$ cat config.mk
export PLATFORM = sky130hd
export DESIGN_NAME = tpm_timer_pair
export DESIGN_NICKNAME = d
export VERILOG_FILES = /design/src/inc/tpm_pkg.sv /design/src/rtl/tpm_timer_pair.sv
export VERILOG_INCLUDE_DIRS = /design/src /design/src/inc
export SDC_FILE = /design/constraint.sdc
export NUM_CORES = 1
export LEC_CHECK = 0
export BUFFER_PORTS_ARGS = -buffer_cell sky130_fd_sc_hd__buf_2
export CAP_MARGIN = 0
export CORE_ASPECT_RATIO = 1.25
export CORE_MARGIN = 5
export CORE_UTILIZATION = 55
export DETAILED_ROUTE_END_ITERATION = 16
export PLACE_DENSITY_LB_ADDON = 0.08
export SYNTH_ARGS = -nofsm -noshare
export SYNTH_HDL_FRONTEND = slang
export SYNTH_SLANG_ARGS = --single-unit
$ cat constraint.sdc
create_clock -name clock -period 4.15 [get_ports clock]
set_input_delay 0.2075 -clock clock [delete_from_list [all_inputs] [get_ports clock]]
set_output_delay 0.2075 -clock clock [all_outputs]
set_load 0.02 [all_outputs]
$ cat src/inc/tpm_params.svh
// Purpose: offsets, read values, pwm periods, reset values for the timer pair block
// Assumes: byte-wide registers on a plain register port
// Notes:   definitions only
`ifndef TPM_PARAMS_SVH
`define TPM_PARAMS_SVH

`define TPM_ADDR_W          9
`define TPM_A_LOW_CMP       9'h102
`define TPM_A_HIGH_CMP      9'h103
`define TPM_A_MODE_CFG      9'h104
`define TPM_A_FF_CTRL       9'h105
`define TPM_B_LOW_CMP       9'h112
`define TPM_B_HIGH_CMP      9'h113
`define TPM_B_MODE_CFG      9'h114
`define TPM_B_FF_CTRL       9'h115
`define TPM_CMP_RESET       8'h00
`define TPM_MODE_RESET      8'h00
`define TPM_FF_CMD_RESET    2'h3
`define TPM_FF_UNUSED_READ  4'hf
`define TPM_UNDEF_READ      8'h00
`define TPM_PWM_P6          9'h040
`define TPM_PWM_P7          9'h080
`define TPM_PWM_P8          9'h100

`endif

$ cat src/inc/tpm_pkg.sv
// Purpose: types for the timer pair mode and output flip-flop block
// Assumes: used with tpm_params.svh
// Notes:   mode and command encodings follow the register fields
package tpm_pkg;

    typedef enum logic [1:0] {
        TPM_MODE_TWO8,
        TPM_MODE_CASC16,
        TPM_MODE_PPG,
        TPM_MODE_PWM
    } tpm_mode_t;

    typedef enum logic [1:0] {
        TPM_FF_INVERT,
        TPM_FF_SET,
        TPM_FF_CLEAR,
        TPM_FF_HOLD
    } tpm_ff_cmd_t;

    // mode register layout
    typedef struct packed {
        tpm_mode_t  mode;
        logic [1:0] pwm_period;
        logic [1:0] upper_clk;
        logic [1:0] lower_clk;
    } tpm_mode_cfg_t;

    // per-pair event inputs
    typedef struct packed {
        logic lower_match;
        logic upper_match;
        logic lower_overflow;
        logic lower_timer_input_pin;
    } tpm_events_t;

    // prescaler taps shared by both pairs
    typedef struct packed {
        logic t1;
        logic t4;
        logic t16;
        logic t256;
    } tpm_taps_t;

    // per-pair selections shown to the counters
    typedef struct packed {
        logic       lower_tick;
        logic       upper_tick;
        logic [8:0] pwm_period;
        tpm_mode_t  mode;
    } tpm_pair_sel_t;

endpackage

$ cat src/rtl/tpm_timer_pair.sv
// Purpose: mode, clock select and output flip-flop control, two timer pairs
// Assumes: match, overflow and taps are same-clock pulses; pins are async
// Notes:   counting and run control live elsewhere
//
// Operation
// mode field picks four timer pairings
// lower clock field picks pin or taps
// upper clock picks lower match or taps
// cascaded mode clocks upper on lower overflow
// period codes give 64, 128, 256 cycles
// ff command inverts, sets, clears or holds
// invert enable gates match-driven inversion
// invert source picks lower or upper match
// source choice only in two-timer mode
// second pair has identical own flip-flop
// ff control bits 7..4 read as one
// simultaneous inversions invert only once
// match inversion with set ends at one
// compare registers write-only, reads undefined
// flip-flop drives pair output continuously
`include "tpm_params.svh"
`timescale 1ns/10ps
`default_nettype none

module tpm_timer_pair #(
    parameter int ADDR_W = `TPM_ADDR_W
) (
    input  wire logic                  clock,
    input  wire logic                  srst,
    input  wire logic [ADDR_W-1:0]     reg_addr,
    input  wire logic [7:0]            reg_wdata,
    input  wire logic                  reg_wr,
    input  wire logic                  reg_rd,
    output var  logic [7:0]            reg_rdata,
    input  wire tpm_pkg::tpm_taps_t    taps,
    input  wire tpm_pkg::tpm_events_t  pair_a_events,
    input  wire tpm_pkg::tpm_events_t  pair_b_events,
    output var  tpm_pkg::tpm_pair_sel_t pair_a_sel,
    output var  tpm_pkg::tpm_pair_sel_t pair_b_sel,
    output var  logic [7:0]            pair_a_low_compare,
    output var  logic [7:0]            pair_a_high_compare,
    output var  logic [7:0]            pair_b_low_compare,
    output var  logic [7:0]            pair_b_high_compare,
    output var  logic                  pair_a_out,
    output var  logic                  pair_b_out
);
    import tpm_pkg::*;

    ////////////////////////////////////////////////////////////////////
    // functions

    // lower timer count clock
    function automatic logic lower_tick_f(logic [1:0] sel, logic pin,
                                          tpm_taps_t t);
        logic r;
        r = 1'b0;
        case (sel)
            2'h0:    r = pin;
            2'h1:    r = t.t1;
            2'h2:    r = t.t4;
            default: r = t.t16;
        endcase
        return r;
    endfunction

    // upper timer count clock
    function automatic logic upper_tick_f(tpm_mode_cfg_t c, tpm_events_t e,
                                          tpm_taps_t t);
        logic r;
        r = 1'b0;
        if (c.mode == TPM_MODE_CASC16) begin
            r = e.lower_overflow;
        end else begin
            case (c.upper_clk)
                2'h0:    r = e.lower_match;
                2'h1:    r = t.t1;
                2'h2:    r = t.t16;
                default: r = t.t256;
            endcase
        end
        return r;
    endfunction

    // pwm period in clock-source cycles; reserved code kept at 64
    function automatic logic [8:0] period_f(logic [1:0] code);
        logic [8:0] r;
        r = `TPM_PWM_P6;
        case (code)
            2'h2:    r = `TPM_PWM_P7;
            2'h3:    r = `TPM_PWM_P8;
            default: r = `TPM_PWM_P6;
        endcase
        return r;
    endfunction

    // next flip-flop state from software command and match inversion
    function automatic logic ff_next_f(logic ff, logic cmd_wr,
                                       tpm_ff_cmd_t cmd, logic match_inv);
        logic r;
        r = match_inv ? ~ff : ff;
        if (cmd_wr) begin
            case (cmd)
                TPM_FF_INVERT: r = ~ff;
                TPM_FF_SET:    r = 1'b1;
                TPM_FF_CLEAR:  r = 1'b0;
                default:       r = match_inv ? ~ff : ff;
            endcase
        end
        return r;
    endfunction

    // match inversion event for one pair
    function automatic logic match_inv_f(tpm_mode_t m, logic ie, logic is,
                                         tpm_events_t e);
        logic src;
        src = (m == TPM_MODE_TWO8) ? (is ? e.upper_match : e.lower_match)
                                   : e.upper_match;
        return ie & src;
    endfunction

    ////////////////////////////////////////////////////////////////////
    // pin synchronisers for the external timer inputs

    logic [1:0] pin_a_sync_q;
    logic [1:0] pin_b_sync_q;

    always_ff @(posedge clock) begin
        pin_a_sync_q <= {pin_a_sync_q[0], pair_a_events.lower_timer_input_pin};
        pin_b_sync_q <= {pin_b_sync_q[0], pair_b_events.lower_timer_input_pin};
    end

    ////////////////////////////////////////////////////////////////////
    // register decode

    wire w_a_lo  = reg_wr && reg_addr == `TPM_A_LOW_CMP;
    wire w_a_hi  = reg_wr && reg_addr == `TPM_A_HIGH_CMP;
    wire w_a_md  = reg_wr && reg_addr == `TPM_A_MODE_CFG;
    wire w_a_ff  = reg_wr && reg_addr == `TPM_A_FF_CTRL;
    wire w_b_lo  = reg_wr && reg_addr == `TPM_B_LOW_CMP;
    wire w_b_hi  = reg_wr && reg_addr == `TPM_B_HIGH_CMP;
    wire w_b_md  = reg_wr && reg_addr == `TPM_B_MODE_CFG;
    wire w_b_ff  = reg_wr && reg_addr == `TPM_B_FF_CTRL;

    ////////////////////////////////////////////////////////////////////
    // configuration registers

    tpm_mode_cfg_t mode_a_q;
    tpm_mode_cfg_t mode_b_q;
    logic [1:0]    ffcmd_a_q;
    logic [1:0]    ffcmd_b_q;
    logic          ie_a_q;
    logic          is_a_q;
    logic          ie_b_q;
    logic          is_b_q;
    logic [7:0]    cmp_a_lo_q;
    logic [7:0]    cmp_a_hi_q;
    logic [7:0]    cmp_b_lo_q;
    logic [7:0]    cmp_b_hi_q;

    // compare registers hold reset value until written
    always_ff @(posedge clock) begin
        if (srst) begin
            cmp_a_lo_q <= `TPM_CMP_RESET;
            cmp_a_hi_q <= `TPM_CMP_RESET;
            cmp_b_lo_q <= `TPM_CMP_RESET;
            cmp_b_hi_q <= `TPM_CMP_RESET;
        end else begin
            if (w_a_lo) cmp_a_lo_q <= reg_wdata;
            if (w_a_hi) cmp_a_hi_q <= reg_wdata;
            if (w_b_lo) cmp_b_lo_q <= reg_wdata;
            if (w_b_hi) cmp_b_hi_q <= reg_wdata;
        end
    end

    // mode and flip-flop control fields
    always_ff @(posedge clock) begin
        if (srst) begin
            mode_a_q  <= tpm_mode_cfg_t'(`TPM_MODE_RESET);
            mode_b_q  <= tpm_mode_cfg_t'(`TPM_MODE_RESET);
            ffcmd_a_q <= `TPM_FF_CMD_RESET;
            ffcmd_b_q <= `TPM_FF_CMD_RESET;
            ie_a_q    <= 1'b0;
            is_a_q    <= 1'b0;
            ie_b_q    <= 1'b0;
            is_b_q    <= 1'b0;
        end else begin
            if (w_a_md) mode_a_q <= tpm_mode_cfg_t'(reg_wdata);
            if (w_b_md) mode_b_q <= tpm_mode_cfg_t'(reg_wdata);
            if (w_a_ff) begin
                ffcmd_a_q <= reg_wdata[3:2];
                ie_a_q    <= reg_wdata[1];
                is_a_q    <= reg_wdata[0];
            end
            if (w_b_ff) begin
                ffcmd_b_q <= reg_wdata[3:2];
                ie_b_q    <= reg_wdata[1];
                is_b_q    <= reg_wdata[0];
            end
        end
    end

    ////////////////////////////////////////////////////////////////////
    // output flip-flops

    wire inv_a = match_inv_f(mode_a_q.mode, ie_a_q, is_a_q, pair_a_events);
    wire inv_b = match_inv_f(mode_b_q.mode, ie_b_q, is_b_q, pair_b_events);
    wire ff_a_d = ff_next_f(pair_a_out, w_a_ff,
                            tpm_ff_cmd_t'(reg_wdata[3:2]), inv_a);
    wire ff_b_d = ff_next_f(pair_b_out, w_b_ff,
                            tpm_ff_cmd_t'(reg_wdata[3:2]), inv_b);

    // flip-flops are the pair outputs themselves
    always_ff @(posedge clock) begin
        if (srst) begin
            pair_a_out <= 1'b0;
            pair_b_out <= 1'b0;
        end else begin
            pair_a_out <= ff_a_d;
            pair_b_out <= ff_b_d;
        end
    end

    ////////////////////////////////////////////////////////////////////
    // selections for the counters, registered

    tpm_pair_sel_t sel_a_d;
    tpm_pair_sel_t sel_b_d;

    assign sel_a_d.lower_tick = lower_tick_f(mode_a_q.lower_clk,
                                             pin_a_sync_q[1], taps);
    assign sel_a_d.upper_tick = upper_tick_f(mode_a_q, pair_a_events, taps);
    assign sel_a_d.pwm_period = period_f(mode_a_q.pwm_period);
    assign sel_a_d.mode       = mode_a_q.mode;
    assign sel_b_d.lower_tick = lower_tick_f(mode_b_q.lower_clk,
                                             pin_b_sync_q[1], taps);
    assign sel_b_d.upper_tick = upper_tick_f(mode_b_q, pair_b_events, taps);
    assign sel_b_d.pwm_period = period_f(mode_b_q.pwm_period);
    assign sel_b_d.mode       = mode_b_q.mode;

    always_ff @(posedge clock) begin
        if (srst) begin
            pair_a_sel <= '0;
            pair_b_sel <= '0;
        end else begin
            pair_a_sel <= sel_a_d;
            pair_b_sel <= sel_b_d;
        end
    end

    // compare values to the counters
    always_ff @(posedge clock) begin
        if (srst) begin
            pair_a_low_compare  <= `TPM_CMP_RESET;
            pair_a_high_compare <= `TPM_CMP_RESET;
            pair_b_low_compare  <= `TPM_CMP_RESET;
            pair_b_high_compare <= `TPM_CMP_RESET;
        end else begin
            pair_a_low_compare  <= cmp_a_lo_q;
            pair_a_high_compare <= cmp_a_hi_q;
            pair_b_low_compare  <= cmp_b_lo_q;
            pair_b_high_compare <= cmp_b_hi_q;
        end
    end

    ////////////////////////////////////////////////////////////////////
    // read mux; compare and unmapped addresses read the undefined value

    logic [7:0] rd_d;

    always_comb begin
        rd_d = `TPM_UNDEF_READ;
        case (reg_addr)
            `TPM_A_MODE_CFG: rd_d = mode_a_q;
            `TPM_B_MODE_CFG: rd_d = mode_b_q;
            `TPM_A_FF_CTRL:  rd_d = {`TPM_FF_UNUSED_READ, ffcmd_a_q,
                                     ie_a_q, is_a_q};
            `TPM_B_FF_CTRL:  rd_d = {`TPM_FF_UNUSED_READ, ffcmd_b_q,
                                     ie_b_q, is_b_q};
            default:         rd_d = `TPM_UNDEF_READ;
        endcase
    end

    always_ff @(posedge clock) begin
        if (srst) begin
            reg_rdata <= 8'h00;
        end else begin
            reg_rdata <= reg_rd ? rd_d : 8'h00;
        end
    end

endmodule

`default_nettype wire

==> qor.log, run 1 <==
qor: setup_path.critical_path.slowest_cell nand4b_1
qor: final_layout.nets 520
qor: placed_design.hpwl 6360 microns
qor: setup_path.worst_path_largest_cell_delay 610 ps
qor: drt.detailroute.via_count 3016
qor: final_layout.layout_cells_sized_above_1 27.6%
qor: setup_path.cp_data_required_time 4520 ps
qor: drt.drtIter0Drc 189
qor: drt.route.detailed.drc 0
qor: clock_tree.cts_inserted_buffers 17
qor: setup_path.worstPathArrival 1940 ps
qor: clock_tree.cts.root.buffer_cell clkbuf_8
qor: grt.grt_usage 21.0%
qor: die.pin_count 101
qor: setup_path.critPathBufInv 1
qor: clock_tree.clkSlewWorstSetupHoldPaths 60 ps
qor: sta.max_clock_freq 636 MHz
qor: synthesis.synth.avg_cell_area 10.4 sq um
qor: power_and_ir_drop.sw_frac_of_total 22.8%
qor: placed_design.placedCellCount 554
qor: synthesis.synth-async-reset-ratio 0%
qor: sta.worst_pin_slew 916 ps
qor: final_layout.ff_latch_area 2320 sq um
qor: final_layout.syn_to_final_growth 27.3%
qor: power_and_ir_drop.powerDensity 520 nW/um^2
qor: grt.grt_first_pass_wirelength 14800 microns
qor: synthesis.yosysWarnings 0
qor: die.placeableCoreArea 7310 sq um
qor: clock_tree.clock-sinks 116
qor: power_and_ir_drop.post-layout-total-power 2.70 mW
qor: synthesis.synth.distinct_cells 38
qor: setup_path.critical_path_class primary input to flop
qor: synthesis.instance_count_of_the_mapped_netlist 391
qor: power_and_ir_drop.clock_power_share 55.1%
qor: synthesis.synth_simple_gate_area_share 21.4%
qor: die.die_area 9250 sq um
qor: drt.drt_pre_antenna_iters 4
qor: outcome.outcome finished clean
qor: power_and_ir_drop.power.internal 2.08 mW
qor: synthesis.synth-edff-count 0
qor: grt.grt_remaining_overflow 0
qor: clock_tree.ctsResizeCount 0
qor: synthesis.ys.flop_type dfxtp_1
qor: final_layout.combined_area_of_the_multi_input_logic_cells 1630 sq um
qor: sta.clock_skew 9.94 ps
qor: power_and_ir_drop.ir_drop 0.000311 V
qor: synthesis.xor_xnor_portion_of_the_synthesized_cell_area 0%
qor: grt.grt_use_met2 35.1%
qor: setup_path.critical_path.top_delay_family simple AND/OR/NAND/NOR gates
qor: setup_path.worst_flop_to_flop_path_startpoint mode_b_q[6]
qor: grt.grt_util_met1 24.1%
qor: grt.met3_demand_to_capacity_share_in_global_routing 6.98%
qor: synthesis.synth_compound_area_share 9.60%
qor: synthesis.synth_seq_cells 116
qor: min_path.min_path_type primary input to flop
qor: sta.setup_viol 0
qor: setup_path.critPathMaxFanout 10
qor: power_and_ir_drop.seq_power_share 41.6%
qor: setup_path.worstSetupEndpointType flop
qor: final_layout.layout.cells.non_filler 592
qor: final_layout.antenna-diode-count 0
qor: run.max_cap_viol_count 0
qor: clock_tree.cts_post_setup_buffers_inserted 0
qor: sta.rsz0062_at_grt no
qor: setup_path.worstPathCellList buf_2, nor4_1, nand4b_1, mux2i_1, nor2_1
qor: synthesis.post_synth_mux_area_share 7.73%
qor: sta.timing.final.crit_period 1570 ps
qor: drt.postRouteWirelength 9150 microns
qor: sta.finalCritPeriodShare 37.9%
qor: grt.first_global_vias 3019
qor: grt.grt_antenna_before_repair 0
qor: synthesis.synth_sequential_area_ratio 56.9%
qor: drt.wl_per_cell 15.5 microns
qor: sta.timing_max_transition_violations_final 0
qor: synthesis.yosys.area_share.adder 0%
qor: synthesis.main_combinational_cell_family_by_area_after_synthesis simple AND/OR/NAND/NOR gates
qor: power_and_ir_drop.combinational_fraction_of_design_power 3.3%
qor: sta.timing.slew.headroom 38.9%
qor: min_path.hp-start reg_rd
qor: power_and_ir_drop.net-switching-power 0.616 mW
qor: die.die-width 87.0 microns
qor: sta.final_hold_viol_count 0
qor: drt.drt-vias-per-instance 5.09
qor: placed_design.placement.io_buffers 88
qor: grt.busiest_layer met2
qor: clock_tree.insertion_delay 510 ps
qor: setup_path.critical_path.startpoint reg_addr[4]
qor: die.fp.dieH 106 microns
qor: setup_path.cp-start-kind primary input
qor: die.initial_utilization 55.8%
qor: final_layout.filler_instances 534
qor: die.placementRows 35
qor: grt.maximum_number_of_pins_on_one_net_before_global_route_repair 54
qor: power_and_ir_drop.p_leak 2.30 nW
qor: placed_design.gp_congestion 0.842
qor: sta.finalSetupTns 0 ps
qor: drt.detail-route-antenna-nets 0
qor: clock_tree.cts.htree.levels 4
qor: clock_tree.buffer_levels_on_the_longest_clock_path 2
qor: clock_tree.cts_tree yes
qor: synthesis.synthesis.area 4080 sq um
[synthesized netlist by cell type (2+ instances only)]
master	instances	area (sq um)
a21o_1	6	45.0
buf_4	13	97.6
a311oi_1	2	17.5
a211o_1	4	35.0
nand4_1	2	12.5
nand3_1	7	35.0
nand2_1	37	139
dfxtp_1	116	2320
nand3b_1	3	22.5
mux4_2	4	90.1
mux2_2	4	45.0
and4bb_2	2	25.0
mux2i_1	18	180
clkbuf_1	15	56.3
inv_1	3	11.3
nor2b_1	42	263
nor2_1	30	113
a2111oi_1	2	20.0
nor3_1	3	15.0
o21ai_0	32	160
nor4b_1	2	17.5
nand4b_1	4	35.0
a22oi_1	8	60.1
nor3_4	3	48.8
a21oi_1	6	30.0
nand2b_1	11	68.8
[what timing repair did]
item	CTS	global route
hold buffers	6	0
endpoints found under the setup margin	0	0
endpoints found under the hold margin	7	0
[cells by family (layout without fill, tap and decap cells)]
kind of cell,after synthesis,after routing
muxes,26,26
and+or+nand+nor,154,154
other,1,12
AOI/OAI and AO/OA,62,62
DFF,116,116
buffers and inverters,32,130
[routing by layer]
| layer | wire length [microns] | up-vias | part of all wire, % |
|---|---|---|---|
| met1 | 3830 | 1382 | 42 |
| met5 | 0 | - | 0 |
| met3 | 574 | 14 | 6.3 |
| li1 | - | 1521 | - |
| met2 | 4590 | 99 | 50 |
| met4 | 150 | 0 | 1.6 |
[through the flow]
| stage | hold WS, ps | setup WS [ps] | cell area [sq um] | util (%) |
|---|---|---|---|---|
| floorplan | 235 | 2540 | 4120 | - |
| global placement | 311 | 2140 | 4520 | 61.8 |
| detailed placement | 312 | 2100 | 4520 | 61.8 |
| CTS | 20.5 | 2640 | 5190 | 71.0 |
| global route | 36.3 | 2360 | 5190 | 71.0 |
| finish | 29.7 | 2580 | 5190 | 71.0 |
[cells in the final DEF (no fill, tap or decap), types with 6 or more instances in the layout]
master	synthesis	routed
a21o_1	6	6
a21oi_1	6	6
a22oi_1	8	8
buf_2	1	88
clkbuf_16	0	16
conb_1	1	12
dfxtp_1	116	116
dlygate4sd3_1	0	6
inv_6	0	6
mux2i_1	18	18
nand2_1	37	37
nand2b_1	11	11
nand3_1	7	7
nor2_1	30	30
nor2b_1	42	42
o21ai_0	32	32
[path summary, 6_finish.rpt]
kind         slack (ps)  depth (start not counted)               to
min reg2reg         330                          0  pin_a_sync_q[1]
max reg2reg        2790                          4       pair_b_out
min                  30                          3     reg_rdata[1]
max                2580                          5      mode_a_q[4]
[registers in the layout, summed over array words and instances (netlist names)]
register / cells
cmp_a_hi_q: 8
cmp_a_lo_q: 8
cmp_b_hi_q: 8
cmp_b_lo_q: 8
ffcmd_a_q: 2
ffcmd_b_q: 2
ie_a_q: 1
ie_b_q: 1
is_a_q: 1
is_b_q: 1
mode_a_q: 8
mode_b_q: 8
pair_a_high_compare: 8
pair_a_low_compare: 8
pair_a_out: 1
pair_a_sel: 7
pair_b_high_compare: 8
pair_b_low_compare: 8
pair_b_out: 1
pair_b_sel: 7
pin_a_sync_q: 2
pin_b_sync_q: 2
reg_rdata: 8
[power groups by stage]
stage / Sequential, mW / Combinational, mW / Clock [mW]
global placement: 1.15 / 0.0834 / 0
global route: 1.12 / 0.0972 / 1.56
finish: 1.12 / 0.0893 / 1.49
detailed placement: 1.15 / 0.0845 / 0
CTS: 1.12 / 0.0890 / 1.50
floorplan: 1.15 / 0.0524 / 0
[worst register-to-register path, stage by stage, from the launching register on]
cell and delay, ps:
dfxtp_1 340, nor3_1 320, nand3_1 150, a21o_1 200, a311oi_1 250
[area by class of cell]
type                    instances  area share, %
flip-flops and latches        116           44.7
multi-input cells             254           31.3
repair buffers                 95           9.79
clock buffers                  17           7.98
clock inverters                15           3.74
well taps                      92           2.22
inverters                       3          0.217
Note: power is estimated with default switching activity, not from simulation.
==> inputs of run 2 (changes only) <==
--- a/config.mk
+++ b/config.mk
@@ -6,11 +6,12 @@
 export SDC_FILE = /design/constraint.sdc
 export NUM_CORES = 1
 export LEC_CHECK = 0
+export ABC_AREA = 1
 export BUFFER_PORTS_ARGS = -buffer_cell sky130_fd_sc_hd__buf_2
 export CAP_MARGIN = 0
 export CORE_ASPECT_RATIO = 1.25
 export CORE_MARGIN = 5
-export CORE_UTILIZATION = 55
+export CORE_UTILIZATION = 48
 export DETAILED_ROUTE_END_ITERATION = 16
 export PLACE_DENSITY_LB_ADDON = 0.08
 export SYNTH_ARGS = -nofsm -noshare
==> constraint.sdc (replaced) <==
create_clock -name clock -period 1.3 [get_ports clock]
set_input_delay 0.065 -clock clock [delete_from_list [all_inputs] [get_ports clock]]
set_output_delay 0.065 -clock clock [all_outputs]
set_load 0.02 [all_outputs]
==> run 2 against run 1 <==
Compared with the run above:
- clock skew down 4.8 ps
- utilization down 7.8 points
- non-clock buffer count up 21
==> qor.log, run 2 <==
qor: grt.grt_usage 18.5% [-2.5 points]
qor: final_layout.syn_to_final_growth 27.7%
qor: power_and_ir_drop.ir_drop 0.000981 V [+220%]
qor: setup_path.critical_path.slowest_cell dlygate4sd3_1
qor: clock_tree.clock-sinks 116 [unchanged]
qor: setup_path.cpMostUsedCell a21oi_1
qor: setup_path.critical_path_cell_count 7 [+2]
qor: setup_path.worstPathArrival 1490 ps [-450 ps]
qor: setup_path.critical_path_class primary input to flop
qor: sta.finalCritPeriodShare 88.6%
qor: placed_design.hpwl 7380 microns [+16%]
qor: drt.detail-route-antenna-nets 0 [unchanged]
qor: die.die-width 97.0 microns [+11%]
qor: power_and_ir_drop.clock_power_share 53.3% [-1.8 points]
qor: power_and_ir_drop.net-switching-power 1.80 mW [+190%]
qor: setup_path.cp_data_required_time 1630 ps [-2890 ps]
qor: setup_path.critical_path.endpoint pair_b_out
qor: drt.drtIter0Drc 185 [-2.1%]
qor: power_and_ir_drop.sw_frac_of_total 21.2% [-1.6 points]
qor: sta.clock_skew 5.11 ps [-4.83 ps]
qor: setup_path.worstSetupEndpointType flop
qor: setup_path.critPathMaxFanout 8 [-2]
qor: final_layout.nets 759 [+46%]
qor: sta.max_clock_freq 868 MHz
qor: run.max_cap_viol_count 0 [unchanged]
qor: drt.detailroute.via_count 3930 [+30%]
qor: power_and_ir_drop.power.internal 6.69 mW [+220%]
qor: sta.finalSetupTns 0 ps [unchanged]
qor: setup_path.rr_worst_depth 7 [+3]
qor: synthesis.yosysTopAreaCell dfxtp_1
qor: synthesis.synth.top_cell.area_share 51.2% [-5.8 points]
qor: setup_path.critPathBufInv 3 [+2]
qor: synthesis.synth_area_leaders dfxtp_1 51%, nor2_1 12%, nand2_1 12%, inv_1 6.5%, nand3_1 4.0%
qor: synthesis.yosys.cell_count.top_type nor2_1
qor: drt.drt-vias-per-instance 4.57 [-10%]
qor: clock_tree.clkSlewWorstSetupHoldPaths 50 ps [about the same]
qor: clock_tree.cts.root.buffer_cell clkbuf_16
qor: clock_tree.cts.htree.levels 4 [unchanged]
qor: min_path.min_path_type primary input to flop
qor: final_layout.layout_cells_sized_above_1 20.2% [-7.4 points]
qor: sta.timing.final.crit_period 1150 ps
qor: synthesis.netlist_top_cells_count 144 x nor2_1, 140 x nand2_1, 116 x dfxtp_1
qor: clock_tree.buffer_levels_on_the_longest_clock_path 2 [unchanged]
qor: synthesis.ys.flop_type dfxtp_1
qor: sta.rsz0062_at_grt no
qor: drt.wl_per_cell 12.1 microns [-21%]
qor: setup_path.critical_path.startpoint reg_wdata[3]
qor: setup_path.worstPathCellList dlygate4sd3_1, buf_2, inv_1, a21oi_1, nand4_1, nand2_1, a21oi_1
qor: die.placeableCoreArea 9170 sq um [+25%]
qor: power_and_ir_drop.combinational_fraction_of_design_power 4.5% [+1.2 points]
qor: drt.postRouteWirelength 10400 microns [+14%]
qor: setup_path.worstReg2RegEnd pair_a_out
qor: final_layout.layout.cells.non_filler 860 [+45%]
qor: placed_design.placedCellCount 815 [+47%]
qor: power_and_ir_drop.seq_power_share 42.2% [+0.6 points]
qor: drt.drt_pre_antenna_iters 4 [unchanged]
qor: die.fp.dieH 119 microns [+12%]
qor: final_layout.antenna-diode-count 0 [unchanged]
qor: clock_tree.cts_inserted_buffers 17 [unchanged]
qor: synthesis.synth-edff-count 0 [unchanged]
qor: setup_path.worst_path_largest_cell_delay 530 ps [-80 ps]
qor: placed_design.gp_congestion 0.854 [+1.4%]
qor: setup_path.worst-r2r-setup-slack 190 ps [-2600 ps]
qor: synthesis.synthesis.area 4540 sq um [+11%]
qor: setup_path.critical_path.top_delay_family buffers and inverters
qor: final_layout.final_cell_mix 144 x nor2_1, 140 x nand2_1, 116 x dfxtp_1
qor: placed_design.detailed_place.area 5060 sq um [+12%]
qor: clock_tree.cts_post_setup_buffers_inserted 0 [unchanged]
qor: die.die_area 11500 sq um [+24%]
qor: die.placementRows 39 [+11%]
qor: synthesis.synth_seq_cells 116 [unchanged]
qor: setup_path.worst_flop_to_flop_path_startpoint mode_a_q[6]
qor: sta.timing_max_transition_violations_final 0 [unchanged]
qor: synthesis.synth_sequential_area_ratio 51.2% [-5.8 points]
qor: synthesis.synth.distinct_cells 25 [-34%]
qor: grt.grt_remaining_overflow 0 [unchanged]
qor: setup_path.cp-start-kind primary input
qor: grt.grt_antenna_before_repair 0 [unchanged]
qor: power_and_ir_drop.p_leak 2.84 nW [+24%]
qor: final_layout.layout.cell_area.non_filler 5790 sq um [+12%]
qor: synthesis.synth.avg_cell_area 7.38 sq um [-29%]
qor: final_layout.mostFrequentLayoutCell nor2_1
qor: sta.final_hold_viol_count 0 [unchanged]
qor: clock_tree.cts_tree yes
qor: placed_design.placement.io_buffers 88 [unchanged]
qor: synthesis.synth-async-reset-ratio 0% [unchanged]
qor: drt.route.detailed.drc 0 [unchanged]
qor: clock_tree.insertion_delay 410 ps [-100 ps]
qor: grt.grt_first_pass_wirelength 17200 microns [+16%]
qor: power_and_ir_drop.post-layout-total-power 8.49 mW [+210%]
qor: die.initial_utilization 49.5% [-6.3 points]
qor: synthesis.yosysWarnings 0 [unchanged]
qor: synthesis.instance_count_of_the_mapped_netlist 615 [+57%]
qor: outcome.outcome finished clean
qor: grt.first_global_vias 3707 [+23%]
qor: power_and_ir_drop.powerDensity 1470 nW/um^2 [+180%]
qor: die.pin_count 101 [unchanged]
qor: grt.maximum_number_of_pins_on_one_net_before_global_route_repair 52 [-3.7%]
qor: sta.setup_viol 0 [unchanged]
[run 2: cell count changes after synthesis, sizes merged, moves of 9 or more]
cell and delta:
o21ai -21, nand3 +33, inv +78, nor2b -42, nand2 +106, clkbuf -9, mux2i -18, nand2b -11
a21oi +12, nor2 +122, buf +15
[run 2: worst min path at each step]
stage | startpoint | endpoint | slack (ps) | depth (start not counted)
after floorplan | pair_a_events[0] | pin_a_sync_q[0] | 90 | 0
after global placement | pair_b_events[0] | pin_b_sync_q[0] | 170 | 1
after detailed placement | pair_a_events[0] | pin_a_sync_q[0] | 170 | 1
after CTS | pair_a_events[2] | pair_a_out | 60 | 6
after global routing | pair_a_events[2] | pair_a_out | 120 | 6
final | pair_a_events[2] | pair_a_out | 70 | 6
[run 2: stage by stage]
stage | utilization, % | setup slack [ps] | hold slack [ps]
floorplan | - | 288 | 92.7
global placement | 55.1 | 53.8 | 168
detailed placement | 55.1 | 18.1 | 170
CTS | 63.1 | 166 | 62.4
global route | 63.1 | 74.7 | 118
finish | 63.1 | 148 | 69.6
[run 2: what timing repair did]
action                                 in CTS  in global routing
hold buffers                               15                  0
endpoints found under the hold margin      23                  0
resized for setup                           0                  0
[run 2: routing by layer]
metal  vias to the layer above  track usage [%]  wire [microns]
met5                         -                0               0
met4                         0             6.41             136
met3                        15             5.36             624
met2                       119             32.6            5200
met1                      1740             21.5            4480
li1                       2056                -               -
[run 2: cells by family after synthesis]
group | after synthesis | share of synthesized area (%)
flip-flops | 116 | 51.2
buffers and inverters | 117 | 12.0
AND/OR/NAND/NOR | 348 | 32.9
other | 1 | 0.0827
AO/OA/AOI/OAI | 33 | 3.86
[run 2: power by group through the flow]
| stage | clock network (mW) | registers [mW] | logic [mW] |
|---|---|---|---|
| after floorplan | 0 | 3.67 | 0.218 |
| after global placement | 0 | 3.66 | 0.343 |
| after detailed placement | 0 | 3.66 | 0.346 |
| after CTS | 4.58 | 3.58 | 0.381 |
| after global routing | 4.77 | 3.58 | 0.418 |
| final | 4.53 | 3.59 | 0.380 |
[run 2: final cells by class]
| cell class | instances | area [sq um] |
|---|---|---|
| Clock buffer | 21 | 480 |
| Tap cell | 123 | 154 |
| Multi-Input combinational cell | 393 | 1710 |
| Fill cell | 893 | 3380 |
| Inverter | 82 | 308 |
| Sequential cell | 116 | 2320 |
| Clock inverter | 9 | 104 |
| Timing Repair Buffer | 116 | 713 |
[run 2: worst min-delay path, stage by stage]
cell and delay, ps:
buf_2 70, inv_1 30, nand2_1 70, nand4_1 70, nand2_1 70, a21oi_1 50
==> inputs of run 3 (changes only) <==
--- a/config.mk
+++ b/config.mk
@@ -9,9 +9,11 @@
 export ABC_AREA = 1
 export BUFFER_PORTS_ARGS = -buffer_cell sky130_fd_sc_hd__buf_2
 export CAP_MARGIN = 0
+export CELL_PAD_IN_SITES_DETAIL_PLACEMENT = 1
+export CELL_PAD_IN_SITES_GLOBAL_PLACEMENT = 1
 export CORE_ASPECT_RATIO = 1.25
 export CORE_MARGIN = 5
-export CORE_UTILIZATION = 48
+export CORE_UTILIZATION = 35
 export DETAILED_ROUTE_END_ITERATION = 16
 export PLACE_DENSITY_LB_ADDON = 0.08
 export SYNTH_ARGS = -nofsm -noshare
==> run 3 against run 2 <==
Compared with the run above:
- via count is 2.0% higher
- cell count grew 5.8%
- die area grew 33%
- clock skew grew 5.0 ps
- flip-flop and latch count is the same
- worst hold slack worse by 52 ps
- wire length grew 21%
- global-route usage fell by 1.4 points
- clock power up 3%
- sequential power barely moved
- worst setup slack gained 32 ps
- critical endpoint unchanged
- highest routed layer unchanged
==> qor.log, run 3 (synthesis gave the netlist of run 2 again) <==
qor: drt.detailroute.via_count 4010 [+2.0%]
qor: clock_tree.cts.root.buffer_cell clkbuf_16
qor: clock_tree.cts_inserted_buffers 17 [unchanged]
qor: power_and_ir_drop.ir_drop 0.000788 V [-20%]
qor: drt.detail-route-antenna-nets 0 [unchanged]
qor: sta.finalCritPeriodShare 86.2% [-2.4 points]
qor: grt.maximum_number_of_pins_on_one_net_before_global_route_repair 47 [-9.6%]
qor: die.die_area 15400 sq um [+33%]
qor: sta.clock_skew 10.1 ps [+4.97 ps]
qor: outcome.outcome finished clean
qor: setup_path.worstReg2RegEnd pair_a_out
qor: grt.grt_antenna_before_repair 0 [unchanged]
qor: grt.busiest_layer met2
qor: grt.first_global_vias 4202 [+13%]
qor: drt.postRouteWirelength 12700 microns [+21%]
qor: grt.grt_first_pass_wirelength 20800 microns [+21%]
qor: grt.grt_use_met2 30.4% [-2.2 points]
qor: setup_path.critical_path_class primary input to flop
qor: sta.timing.final.crit_period 1120 ps [-31.6 ps]
qor: setup_path.cp-start-kind primary input
qor: drt.drt-vias-per-instance 4.41 [-3.6%]
qor: die.placeableCoreArea 12700 sq um [+39%]
qor: power_and_ir_drop.p_leak 2.87 nW [+0.96%]
qor: setup_path.worstPathArrival 1460 ps [-30 ps]
qor: setup_path.rr_worst_depth 7 [unchanged]
qor: grt.grt_util_met1 19.3% [-2.1 points]
qor: final_layout.final_cell_mix 144 x nor2_1, 140 x nand2_1, 116 x dfxtp_1
qor: die.initial_utilization 35.7% [-14 points]
qor: clock_tree.clock-sinks 116 [unchanged]
qor: setup_path.critPathMaxFanout 8 [unchanged]
qor: sta.max_clock_freq 893 MHz [+2.8%]
qor: final_layout.layout.cells.non_filler 910 [+5.8%]
qor: placed_design.gp_congestion 0.807 [-5.4%]
qor: clock_tree.cts_tree yes
qor: clock_tree.ctsResizeCount 0 [unchanged]
qor: final_layout.mostFrequentLayoutCell nor2_1
qor: setup_path.worstSetupEndpointType flop
qor: placed_design.detailed_place.area 5160 sq um [+2.0%]
qor: drt.drt_pre_antenna_iters 5 [+1]
qor: min_path.hp-start taps[3]
qor: clock_tree.clkSlewWorstSetupHoldPaths 60 ps [about the same]
qor: clock_tree.insertion_delay 410 ps [about the same]
qor: grt.met3_demand_to_capacity_share_in_global_routing 4.31% [-1.1 points]
qor: drt.wl_per_cell 13.9 microns [+15%]
qor: setup_path.cp_data_required_time 1640 ps [about the same]
qor: sta.final_hold_viol_count 0 [unchanged]
qor: die.pin_count 101 [unchanged]
qor: power_and_ir_drop.post-layout-total-power 8.64 mW [+1.8%]
qor: setup_path.critical_path.endpoint pair_b_out
qor: sta.rsz0062_at_grt no
qor: final_layout.syn_to_final_growth 29.6%
qor: clock_tree.cts_hold_buffers 13 [-2]
qor: setup_path.worst-r2r-setup-slack 230 ps [+40 ps]
qor: die.die-width 112 microns [+15%]
qor: grt.grt_remaining_overflow 0 [unchanged]
qor: final_layout.layout_cells_sized_above_1 20.8% [+0.54 points]
qor: placed_design.placedCellCount 866 [+6.3%]
qor: power_and_ir_drop.powerDensity 1470 nW/um^2 [+0.24%]
qor: die.placementRows 46 [+18%]
qor: run.max_cap_viol_count 0 [unchanged]
qor: sta.timing_max_transition_violations_final 0 [unchanged]
qor: clock_tree.cts_post_setup_buffers_inserted 0 [unchanged]
qor: final_layout.layout.cell_area.non_filler 5880 sq um [+1.5%]
qor: drt.route.detailed.drc 0 [unchanged]
qor: drt.drtIter0Drc 104 [-44%]
qor: placed_design.placement.io_buffers 88 [unchanged]
qor: sta.setup_viol 0 [unchanged]
qor: final_layout.nets 763 [+0.53%]
qor: clock_tree.cts.htree.levels 4 [unchanged]
qor: sta.finalSetupTns 0 ps [unchanged]
qor: grt.grt_usage 17.1% [-1.4 points]
qor: setup_path.worst_flop_to_flop_path_startpoint mode_a_q[6]
qor: clock_tree.buffer_levels_on_the_longest_clock_path 2 [unchanged]
qor: die.fp.dieH 137 microns [+16%]
qor: min_path.min_path_type primary input to flop
qor: setup_path.critical_path.startpoint reg_wdata[3]
qor: final_layout.antenna-diode-count 0 [unchanged]
qor: placed_design.hpwl 9290 microns [+26%]
## run 3: cell count changes in the layout (fill, tap and decap cells not counted), sizes merged
cell	before	now
buf	101	107
bufinv	2	3
clkinv	6	7
clkinvlp	2	1
dlygate4sd3	15	13
## run 3: power by group
group	switching, mW	internal [mW]	total (mW)
logic	0.263	0.124	0.388
registers	0.00566	3.58	3.58
clock network	1.59	3.09	4.67
total	1.85	6.79	8.64
## run 3: layer usage
metal  vias up  share of wire [%]
met5         -                  0
met4         0                2.8
met3        23                4.2
met2        92                 50
met1      1829                 43
li1       2066                  -
## run 3: critical path: stages
cell and delay, ps:
dlygate4sd3_1 520, buf_2 140, inv_1 310, a21oi_1 130, nand4_1 110, nand2_1 50
a21oi_1 120
## run 3: per-stage QoR
step           setup WS, ps  util [%]  hold WS [ps]
6_report                180      46.2          17.7
5_1_grt                49.8      46.2          24.8
4_1_cts                 181      46.2          2.08
3_5_place_dp           3.59      40.6           170
3_3_place_gp           41.6      40.6           167
2_1_floorplan           288         -          92.7
## run 3: cell type report
class	instances	area, sq um
clock buffers	21	460
flip-flops and latches	116	2320
fillers	1609	6840
inverters	82	308
repair buffers	120	738
well taps	168	210
multi-input cells	393	1710
clock inverters	10	131
## run 3: worst min path at each step
stage	slack (ps)	depth (start not counted)	to
2_1_floorplan	90	0	pin_a_sync_q[0]
3_3_place_gp	170	1	pin_a_sync_q[0]
3_5_place_dp	170	1	pin_a_sync_q[0]
4_1_cts	2	3	pair_b_sel[12]
5_1_grt	20	3	mode_a_q[2]
6_report	20	3	pair_b_sel[12]
